--- src/hdl/lpmc_pkg.sv ---
// Package: constants and types shared by both ends of the low-power controller
package lpmc_pkg;
    // ==========================================================
    // Mode select encodings
    localparam logic [1:0] LPMC_SEL_IDLE  = 2'h0;
    localparam logic [1:0] LPMC_SEL_STOP  = 2'h1;
    // ==========================================================
    // Widths and counts
    localparam int LPMC_WUP_W   = 12;
    localparam int LPMC_EXT_N   = 6;
    localparam int LPMC_PER_N   = 24;
    // Gated module clock enables, one bit per block
    localparam int LPMC_GATE_N  = 14;
    localparam int G_DMA        = 0;
    localparam int G_PORT       = 1;
    localparam int G_ADC        = 2;
    localparam int G_UART       = 3;
    localparam int G_I2C        = 4;
    localparam int G_SPI        = 5;
    localparam int G_USB        = 6;
    localparam int G_TMRB       = 7;
    localparam int G_TMRA       = 8;
    localparam int G_TMRD       = 9;
    localparam int G_WDOG       = 10;
    localparam int G_CG         = 11;
    localparam int G_EOSC       = 12;
    localparam int G_RAM        = 13;
    localparam logic [13:0] LPMC_GATE_ALL = 14'h3fff;
    // Source select values
    localparam logic LPMC_CLK_IOSC = 1'b0;
    localparam logic LPMC_CLK_EOSC = 1'b1;
    // Reset-side warm-up default
    localparam logic [11:0] LPMC_WUP_RST = 12'h0ff;
    // ==========================================================
    // Controller states
    typedef enum logic [3:0] {
        LPMC_NORMAL = 4'b0001,
        LPMC_IDLE   = 4'b0010,
        LPMC_STOP   = 4'b0100,
        LPMC_WARM   = 4'b1000
    } lpmc_state_t;
endpackage

--- src/hdl/lpmc_if.sv ---
// Interface: link between low-power controller and core/wake side
`timescale 1ns/1ps
interface lpmc_if;
    import lpmc_pkg::*;
    logic                  wfi;          // Core executes wait-for-interrupt
    logic [1:0]            mode_sel;     // Low-power mode select
    logic [11:0]           warmup;       // Warm-up count
    logic                  ext_clk_sel;  // Software wants external osc
    logic [LPMC_EXT_N-1:0] ext_irq_pins; // Pin wake sources
    logic [LPMC_EXT_N-1:0] ext_irq_en;   // Interface detection enables
    logic [LPMC_PER_N-1:0] periph_irq;   // Peripheral interrupts
    logic [LPMC_PER_N-1:0] periph_en;    // Core-side enables
    logic                  i2c_wake_irq;
    logic                  i2c_wake_en;
    logic                  system_tick_irq;
    logic                  system_tick_en;
    logic                  watchdog_nmi;
    logic                  undervolt_nmi;
    logic                  core_run;     // Core clock enable
    logic                  wake_req;     // Interrupt/NMI wake to core
    logic                  wake_nmi;     // Wake cause was an NMI
    logic [LPMC_GATE_N-1:0] gate_en;     // Module clock enables
    logic                  i2c_wake_run;
    logic                  usb_wake_run;
    logic                  undervolt_run;
    logic                  wdog_clear_ok;
    logic                  clk_src;      // 0 internal, 1 external
    logic                  osc_int_on;
    logic                  sys_clk_ok;
    modport ctrl (
        input  wfi, mode_sel, warmup, ext_clk_sel, ext_irq_pins, ext_irq_en,
        input  periph_irq, periph_en, i2c_wake_irq, i2c_wake_en,
        input  system_tick_irq, system_tick_en, watchdog_nmi, undervolt_nmi,
        output core_run, wake_req, wake_nmi, gate_en, i2c_wake_run,
        output usb_wake_run, undervolt_run, wdog_clear_ok, clk_src,
        output osc_int_on, sys_clk_ok
    );
    modport core (
        output wfi, mode_sel, warmup, ext_clk_sel, ext_irq_pins, ext_irq_en,
        output periph_irq, periph_en, i2c_wake_irq, i2c_wake_en,
        output system_tick_irq, system_tick_en, watchdog_nmi, undervolt_nmi,
        input  core_run, wake_req, wake_nmi, gate_en, i2c_wake_run,
        input  usb_wake_run, undervolt_run, wdog_clear_ok, clk_src,
        input  osc_int_on, sys_clk_ok
    );
endinterface

--- src/hdl/lpmc_ctrl.sv ---
// Low-power mode controller: mode state, clock gating, wake filtering
`timescale 1ns/1ps
module lpmc_ctrl #(
    parameter int WUP_W = lpmc_pkg::LPMC_WUP_W
) (
    input  wire logic ref_clk,
    input  wire logic nrst,
    lpmc_if.ctrl      lnk
);
    import lpmc_pkg::*;

    // ==========================================================
    // Input synchronisers for asynchronous wake sources
    logic [LPMC_EXT_N-1:0] pin_s1_q;
    logic [LPMC_EXT_N-1:0] pin_s2_q;
    logic                  uv_s1_q;
    logic                  uv_s2_q;
    lpmc_state_t           state_q;
    logic [WUP_W-1:0]      wcnt_q;
    logic                  wake_q;
    logic                  nmi_q;
    logic [LPMC_GATE_N-1:0] gate_q;
    logic                  core_q;
    logic                  clk_src_q;
    logic                  osc_q;
    logic                  clk_ok_q;
    logic                  i2c_q;
    logic                  usb_q;
    logic                  wdog_ok_q;
    logic                  ext_arm_q;
    logic                  idle_wake;
    logic                  stop_wake;
    logic                  stop_nmi;
    logic                  idle_nmi;

    // Pins are asynchronous; only the second stage is read
    always_ff @(posedge ref_clk) begin
        if (!nrst) begin
            pin_s1_q <= '0;
            pin_s2_q <= '0;
            uv_s1_q  <= 1'b0;
            uv_s2_q  <= 1'b0;
        end else begin
            pin_s1_q <= lnk.ext_irq_pins;
            pin_s2_q <= pin_s1_q;
            uv_s1_q  <= lnk.undervolt_nmi;
            uv_s2_q  <= uv_s1_q;
        end
    end

    // ==========================================================
    // Wake qualification per mode
    // Deep stop: pins, I2C wake, undervolt NMI only
    assign stop_nmi  = uv_s2_q;
    assign stop_wake = |(pin_s2_q & lnk.ext_irq_en)
                     | (lnk.i2c_wake_irq & lnk.i2c_wake_en)
                     | stop_nmi;
    // Idle: every enabled source, tick and both NMIs allowed
    assign idle_nmi  = uv_s2_q | lnk.watchdog_nmi;
    assign idle_wake = |(pin_s2_q & lnk.ext_irq_en)
                     | |(lnk.periph_irq & lnk.periph_en)
                     | (lnk.i2c_wake_irq & lnk.i2c_wake_en)
                     | (lnk.system_tick_irq & lnk.system_tick_en)
                     | idle_nmi;

    // ==========================================================
    // Mode state machine; reset always lands in NORMAL
    always_ff @(posedge ref_clk) begin
        if (!nrst) begin
            state_q <= LPMC_NORMAL;
        end else begin
            case (state_q)
                LPMC_NORMAL: begin
                    if (lnk.wfi && lnk.mode_sel == LPMC_SEL_IDLE) begin
                        state_q <= LPMC_IDLE;
                    end else if (lnk.wfi &&
                                 lnk.mode_sel == LPMC_SEL_STOP) begin
                        state_q <= LPMC_STOP;
                    end
                end
                LPMC_IDLE: begin
                    if (idle_wake) begin
                        state_q <= LPMC_NORMAL;
                    end
                end
                LPMC_STOP: begin
                    if (stop_wake) begin
                        state_q <= LPMC_WARM;
                    end
                end
                LPMC_WARM: begin
                    if (wcnt_q == '0) begin
                        state_q <= LPMC_NORMAL;
                    end
                end
                default: state_q <= LPMC_NORMAL;
            endcase
        end
    end

    // Warm-up counter, loaded on deep-stop interrupt exit only
    always_ff @(posedge ref_clk) begin
        if (!nrst) begin
            wcnt_q <= '0;
        end else if (state_q == LPMC_STOP && stop_wake) begin
            wcnt_q <= lnk.warmup[WUP_W-1:0];
        end else if (state_q == LPMC_WARM && wcnt_q != '0) begin
            wcnt_q <= wcnt_q - 1'b1;
        end
    end

    // ==========================================================
    // Wake request to the core; held until back in NORMAL
    // Keeps the cause visible while warm-up runs, so handling
    // starts only once the system clock is valid
    always_ff @(posedge ref_clk) begin
        if (!nrst) begin
            wake_q <= 1'b0;
            nmi_q  <= 1'b0;
        end else if (state_q == LPMC_IDLE && idle_wake) begin
            wake_q <= 1'b1;
            nmi_q  <= idle_nmi;
        end else if (state_q == LPMC_STOP && stop_wake) begin
            wake_q <= 1'b1;
            nmi_q  <= stop_nmi;
        end else if (state_q == LPMC_NORMAL) begin
            wake_q <= 1'b0;
            nmi_q  <= 1'b0;
        end
    end

    // ==========================================================
    // Clock gating per mode
    always_ff @(posedge ref_clk) begin
        if (!nrst) begin
            gate_q    <= LPMC_GATE_ALL;
            core_q    <= 1'b1;
            i2c_q     <= 1'b1;
            usb_q     <= 1'b1;
            wdog_ok_q <= 1'b1;
        end else begin
            case (state_q)
                LPMC_IDLE: begin
                    gate_q    <= LPMC_GATE_ALL;
                    core_q    <= 1'b0;
                    i2c_q     <= 1'b1;
                    usb_q     <= 1'b1;
                    wdog_ok_q <= 1'b0;
                end
                LPMC_STOP, LPMC_WARM: begin
                    gate_q    <= '0;
                    core_q    <= 1'b0;
                    i2c_q     <= 1'b1;
                    usb_q     <= 1'b1;
                    wdog_ok_q <= 1'b0;
                end
                default: begin
                    gate_q    <= LPMC_GATE_ALL;
                    core_q    <= 1'b1;
                    i2c_q     <= 1'b1;
                    usb_q     <= 1'b1;
                    wdog_ok_q <= 1'b1;
                end
            endcase
        end
    end

    // ==========================================================
    // Oscillator and clock source control
    // External source is only ever reachable from NORMAL by software
    always_ff @(posedge ref_clk) begin
        if (!nrst) begin
            clk_src_q <= LPMC_CLK_IOSC;
            osc_q     <= 1'b1;
            clk_ok_q  <= 1'b1;
        end else begin
            case (state_q)
                LPMC_STOP: begin
                    clk_src_q <= LPMC_CLK_IOSC;
                    osc_q     <= stop_wake;
                    clk_ok_q  <= 1'b0;
                end
                LPMC_WARM: begin
                    clk_src_q <= LPMC_CLK_IOSC;
                    osc_q     <= 1'b1;
                    clk_ok_q  <= (wcnt_q == '0);
                end
                LPMC_NORMAL: begin
                    clk_src_q <= lnk.ext_clk_sel && ext_arm_q;
                    osc_q     <= 1'b1;
                    clk_ok_q  <= 1'b1;
                end
                default: begin
                    clk_src_q <= clk_src_q;
                    osc_q     <= 1'b1;
                    clk_ok_q  <= 1'b1;
                end
            endcase
        end
    end

    // Software must reselect the external source after every reset
    // or deep-stop exit; a request level left standing is not enough
    always_ff @(posedge ref_clk) begin
        if (!nrst) begin
            ext_arm_q <= 1'b0;
        end else if (state_q == LPMC_STOP || state_q == LPMC_WARM) begin
            ext_arm_q <= 1'b0;
        end else if (!lnk.ext_clk_sel) begin
            ext_arm_q <= 1'b1;
        end
    end

    // ==========================================================
    // Outputs straight from flip-flops, except undervolt_run which is tied high
    assign lnk.core_run      = core_q;
    assign lnk.wake_req      = wake_q;
    assign lnk.wake_nmi      = nmi_q;
    assign lnk.gate_en       = gate_q;
    assign lnk.i2c_wake_run  = i2c_q;
    assign lnk.usb_wake_run  = usb_q;
    assign lnk.undervolt_run = 1'b1;                // Detector never gated
    assign lnk.wdog_clear_ok = wdog_ok_q;
    assign lnk.clk_src       = clk_src_q;
    assign lnk.osc_int_on    = osc_q;
    assign lnk.sys_clk_ok    = clk_ok_q;
endmodule

--- src/flat_wrapper.sv ---
// flat-port wrapper written by rule: the top's interface ports become plain ports
module lpmc_ctrl_flat import lpmc_pkg::*;
#(
    parameter int WUP_W = lpmc_pkg::LPMC_WUP_W
)
  (ref_clk, nrst, lnk_wfi, lnk_mode_sel, lnk_warmup, lnk_ext_clk_sel, lnk_ext_irq_pins, lnk_ext_irq_en, lnk_periph_irq, lnk_periph_en, lnk_i2c_wake_irq, lnk_i2c_wake_en, lnk_system_tick_irq, lnk_system_tick_en, lnk_watchdog_nmi, lnk_undervolt_nmi, lnk_core_run, lnk_wake_req, lnk_wake_nmi, lnk_gate_en, lnk_i2c_wake_run, lnk_usb_wake_run, lnk_undervolt_run, lnk_wdog_clear_ok, lnk_clk_src, lnk_osc_int_on, lnk_sys_clk_ok);
  lpmc_if lnk_i ();
  input  wire logic ref_clk;
  input  wire logic nrst;
  input wire logic [$bits(lnk_i.wfi)-1:0] lnk_wfi;
  input wire logic [$bits(lnk_i.mode_sel)-1:0] lnk_mode_sel;
  input wire logic [$bits(lnk_i.warmup)-1:0] lnk_warmup;
  input wire logic [$bits(lnk_i.ext_clk_sel)-1:0] lnk_ext_clk_sel;
  input wire logic [$bits(lnk_i.ext_irq_pins)-1:0] lnk_ext_irq_pins;
  input wire logic [$bits(lnk_i.ext_irq_en)-1:0] lnk_ext_irq_en;
  input wire logic [$bits(lnk_i.periph_irq)-1:0] lnk_periph_irq;
  input wire logic [$bits(lnk_i.periph_en)-1:0] lnk_periph_en;
  input wire logic [$bits(lnk_i.i2c_wake_irq)-1:0] lnk_i2c_wake_irq;
  input wire logic [$bits(lnk_i.i2c_wake_en)-1:0] lnk_i2c_wake_en;
  input wire logic [$bits(lnk_i.system_tick_irq)-1:0] lnk_system_tick_irq;
  input wire logic [$bits(lnk_i.system_tick_en)-1:0] lnk_system_tick_en;
  input wire logic [$bits(lnk_i.watchdog_nmi)-1:0] lnk_watchdog_nmi;
  input wire logic [$bits(lnk_i.undervolt_nmi)-1:0] lnk_undervolt_nmi;
  output wire logic [$bits(lnk_i.core_run)-1:0] lnk_core_run;
  output wire logic [$bits(lnk_i.wake_req)-1:0] lnk_wake_req;
  output wire logic [$bits(lnk_i.wake_nmi)-1:0] lnk_wake_nmi;
  output wire logic [$bits(lnk_i.gate_en)-1:0] lnk_gate_en;
  output wire logic [$bits(lnk_i.i2c_wake_run)-1:0] lnk_i2c_wake_run;
  output wire logic [$bits(lnk_i.usb_wake_run)-1:0] lnk_usb_wake_run;
  output wire logic [$bits(lnk_i.undervolt_run)-1:0] lnk_undervolt_run;
  output wire logic [$bits(lnk_i.wdog_clear_ok)-1:0] lnk_wdog_clear_ok;
  output wire logic [$bits(lnk_i.clk_src)-1:0] lnk_clk_src;
  output wire logic [$bits(lnk_i.osc_int_on)-1:0] lnk_osc_int_on;
  output wire logic [$bits(lnk_i.sys_clk_ok)-1:0] lnk_sys_clk_ok;
  assign lnk_i.wfi = lnk_wfi;
  assign lnk_i.mode_sel = lnk_mode_sel;
  assign lnk_i.warmup = lnk_warmup;
  assign lnk_i.ext_clk_sel = lnk_ext_clk_sel;
  assign lnk_i.ext_irq_pins = lnk_ext_irq_pins;
  assign lnk_i.ext_irq_en = lnk_ext_irq_en;
  assign lnk_i.periph_irq = lnk_periph_irq;
  assign lnk_i.periph_en = lnk_periph_en;
  assign lnk_i.i2c_wake_irq = lnk_i2c_wake_irq;
  assign lnk_i.i2c_wake_en = lnk_i2c_wake_en;
  assign lnk_i.system_tick_irq = lnk_system_tick_irq;
  assign lnk_i.system_tick_en = lnk_system_tick_en;
  assign lnk_i.watchdog_nmi = lnk_watchdog_nmi;
  assign lnk_i.undervolt_nmi = lnk_undervolt_nmi;
  assign lnk_core_run = lnk_i.core_run;
  assign lnk_wake_req = lnk_i.wake_req;
  assign lnk_wake_nmi = lnk_i.wake_nmi;
  assign lnk_gate_en = lnk_i.gate_en;
  assign lnk_i2c_wake_run = lnk_i.i2c_wake_run;
  assign lnk_usb_wake_run = lnk_i.usb_wake_run;
  assign lnk_undervolt_run = lnk_i.undervolt_run;
  assign lnk_wdog_clear_ok = lnk_i.wdog_clear_ok;
  assign lnk_clk_src = lnk_i.clk_src;
  assign lnk_osc_int_on = lnk_i.osc_int_on;
  assign lnk_sys_clk_ok = lnk_i.sys_clk_ok;
  lpmc_ctrl #(.WUP_W(WUP_W)) u_core (.ref_clk(ref_clk), .nrst(nrst), .lnk(lnk_i));
endmodule
--- config.mk ---
export PLATFORM = sky130hd
export DESIGN_NAME = lpmc_ctrl_flat
export DESIGN_NICKNAME = d
export VERILOG_FILES = /design/src/hdl/lpmc_pkg.sv /design/src/hdl/lpmc_if.sv /design/src/hdl/lpmc_ctrl.sv /design/src/flat_wrapper.sv
export SDC_FILE = /design/constraint.sdc
export NUM_CORES = 1
export LEC_CHECK = 0
export BUFFER_PORTS_ARGS = -buffer_cell sky130_fd_sc_hd__buf_2
export CAP_MARGIN = 0
export CORE_MARGIN = 5
export CORE_UTILIZATION = 41
export CTS_BUF_LIST = sky130_fd_sc_hd__clkbuf_2
export CTS_CLUSTER_DIAMETER = 30
export DETAILED_ROUTE_END_ITERATION = 16
export GPL_TIMING_DRIVEN = 0
export PLACE_DENSITY = 0.85
export SLEW_MARGIN = 20
export SYNTH_ARGS = -nofsm -noshare
export SYNTH_HDL_FRONTEND = slang
export SYNTH_SLANG_ARGS = --single-unit
--- constraint.sdc ---
create_clock -name ref_clk -period 1.9 [get_ports ref_clk]
set_clock_uncertainty 0.05 [all_clocks]
set_input_delay 0.19 -clock ref_clk [delete_from_list [all_inputs] [get_ports ref_clk]]
set_output_delay 0.19 -clock ref_clk [all_outputs]
set_load 0.02 [all_outputs]
==> results.json <==
{
  "tns_ns": -3.054,
  "drc_errors": 0,
  "hold_depth": 3,
  "grt-ovfl-total": 0,
  "cts_root_buffer": "clkbuf_2",
  "ios": 108,
  "die_w_um": 77.59,
  "finalWirelength_um": 5594,
  "ys_seq_elements": 38,
  "worst_slew_pin_slew_ns": 0.8419,
  "finalSetupViolCount": 15,
  "place.gp.congestion": 0.8002,
  "hold_path_class": "input pin to register",
  "initial_core_util_pct": 42.72,
  "clock_tree.buffer_depth": 2,
  "crit_required_ns": 2.17,
  "place_hpwl_um": 3975,
  "syn_area_mm2": 0.001873,
  "place_ws_ns": -0.2776,
  "htree_levels": 2,
  "hold_end": "u_core.wcnt_q[7]$_SDFFE_PN0P_",
  "rrSetupSlack_ns": -0.27,
  "detail_route.wl_per_cell_um": 13.99,
  "layout-drive-gt1-share_pct": 46.26,
  "grt_pass1_vias": 1845,
  "clock-sinks": 38,
  "powerDensity_mw_per_mm2": 612.8,
  "synth.distinct_cells": 45,
  "start_kind": "register",
  "fin_nets": 432,
  "status": "finished, violations left",
  "slew-limit-headroom_pct": 43.08,
  "antenna_found_initial": 0,
  "grt_pass1_wl_um": 8293,
  "core_mm2": 0.004384,
  "antenna_cells": 0,
  "cts_tree": "yes",
  "yosysWarnings": 0,
  "synth_top_area_share_pct": 40.61,
  "max_freq_mhz": 461.7,
  "rsz0062_at_grt": "yes",
  "post-route-util_pct": 64.95,
  "portBuffers": 104,
  "grt_max_degree": 15,
  "reg2reg_depth": 9,
  "routed-via-count": 1997,
  "min_period_over_period_pct": 114.0,
  "max-cap-violations": 0,
  "via_per_inst": 4.993,
  "cp_max_fo": 6,
  "numCtsBuffers": 5,
  "rows": 24,
  "first_iter_violations": 120,
  "cp-end-kind": "register",
  "clock_latency_ns": 0.41,
  "drv_slew": 0,
  "holdWs_ns": 0.009438,
  "ys_seq_area_share_pct": 40.61,
  "crit_type": "register to register",
  "irDropWorstVdd_v": 0.0005684,
  "path_clk_slew_ns": 0.21,
  "grt_util_all_layers_pct": 16.87,
  "p_leak_nw": 1.298,
  "setup_ws_ns": -0.2661,
  "violations": "negative setup slack",
  "yosysTopAreaCell": "dfxtp_1",
  "area_delta_synth_final_pct": 52.04,
  "ant_nets": 0,
  "async_reset_ff_share_pct": 0,
  "report.power.total_mw": 1.745,
  "min_from": "lnk_warmup[7]",
  "die_area_mm2": 0.006020,
  "ys_top_cells_by_area": "dfxtp_1, buf_4, and2_1, a21oi_1, a22oi_1",
  "hold_viol_final": 0,
  "arrival_ns": 2.43,
  "layout_min_cycle_time_ns": 2.166,
  "reg2reg_to": "u_core.wcnt_q[5]$_SDFFE_PN0P_",
  "syn_avg_cell_area_um2": 8.919,
  "netlist_instances": 210,
  "synth_edf_count": 0,
  "synth_most_common_cell": "dfxtp_1",
  "synth_commonest_cells": "dfxtp_1, a21oi_1, buf_4",
  "reg2reg_from": "u_core.wcnt_q[1]$_SDFFE_PN0P_",
  "die_y_um": 77.59,
  "synth_flop_cell": "dfxtp_1",
  "drt-pass1-iter-count": 4
}
critical path, stage by stage, from the launching register on:
cell     delay [ns]
dfxtp_2        0.36
inv_2          0.06
ha_4           0.13
or4b_4         0.47
o41a_1         0.46
buf_6          0.17
buf_6          0.13
nand2_2        0.05
xor2_1         0.14
a21oi_1        0.07
how the worst max path moves through the flow:
stage	startpoint	end	slack, ns	depth (start not counted)
2_1_floorplan	u_core.wcnt_q[0]$_SDFFE_PN0P_	u_core.wcnt_q[9]$_SDFFE_PN0P_	-0.15	9
3_3_place_gp	u_core.wcnt_q[0]$_SDFFE_PN0P_	u_core.wcnt_q[7]$_SDFFE_PN0P_	-0.25	9
3_5_place_dp	u_core.wcnt_q[0]$_SDFFE_PN0P_	u_core.wcnt_q[9]$_SDFFE_PN0P_	-0.28	9
4_1_cts	u_core.wcnt_q[1]$_SDFFE_PN0P_	u_core.wcnt_q[5]$_SDFFE_PN0P_	-0.22	9
5_1_grt	u_core.wcnt_q[1]$_SDFFE_PN0P_	u_core.wcnt_q[5]$_SDFFE_PN0P_	-0.34	9
6_report	u_core.wcnt_q[1]$_SDFFE_PN0P_	u_core.wcnt_q[5]$_SDFFE_PN0P_	-0.27	9
cells by family (layout without fill, tap and decap cells):
| logic type | after synthesis | after routing | synth area share [%] |
|---|---|---|---|
| and+or+nand+nor | 68 | 68 | 21.18 |
| AOI/OAI and AO/OA | 60 | 60 | 21.84 |
| adders and majority gates | 1 | 1 | 0.6679 |
| xor gates and xnor gates | 12 | 12 | 5.611 |
| buffers and inverters | 30 | 166 | 9.885 |
| other | 1 | 3 | 0.2002 |
| DFF | 38 | 38 | 40.61 |
power breakdown:
group	internal (mW)	switching, mW
Combinational	0.146	0.117
Sequential	0.824	0.0168
Clock	0.357	0.286
per-stage QoR:
stage / std cells / cell area, um^2
global route: 400 / 2848
floorplan: 212 / 1909
finish: 400 / 2848
CTS: 394 / 2764
detailed placement: 368 / 2495
global placement: 368 / 2495
cell type report:
type / count / area [um^2]
fillers: 360 / 1536
multi-input cells: 144 / 996.0
flip-flops and latches: 38 / 765.7
repair buffers: 129 / 747.0
plain buffers: 24 / 161.4
clock inverters: 3 / 68.82
well taps: 52 / 65.06
clock buffers: 5 / 25.02
inverters: 5 / 18.77
registers in the layout, indices dropped and copies added, names as in the netlist:
name                   flops
u_core.pin_s1_q            6
u_core.lnk.wake_req        1
u_core.wcnt_q             12
u_core.pin_s2_q            6
u_core.lnk.wake_nmi        1
u_core.state_q             4
u_core.lnk.core_run        1
u_core.lnk.gate_en         1
u_core.lnk.clk_src         1
u_core.lnk.osc_int_on      1
u_core.uv_s1_q             1
u_core.lnk.sys_clk_ok      1
u_core.stop_nmi            1
u_core.ext_arm_q           1
per-layer routing:
layer  global-route usage (%)  wire (um)
met2                    29.22       2829
met3                    4.630        398
met1                    19.74       2249
met5                        0          0
met4                    6.186        116
what timing repair did:
item,in CTS,in global routing
pin swaps,9,7
buffers inserted,7,4
gates cloned,0,0
hold buffers,12,2
setup endpoints to repair,14,16
resized for setup,6,6
hold endpoints to repair,12,2
cell usage in the layout, fill, tap and decap left out, drive strengths merged, types with 4 or more instances in the layout:
master	count
dlygate4sd3	14
nand2	9
nand3	8
dfxtp	38
xor2	7
a21oi	17
buf	133
clkbuf	11
inv	5
o21ai	17
a22oi	10
nor2	8
xnor2	5
nor3	4
and2	16
nor2b	5
Power figures use the tool's default switching activity.
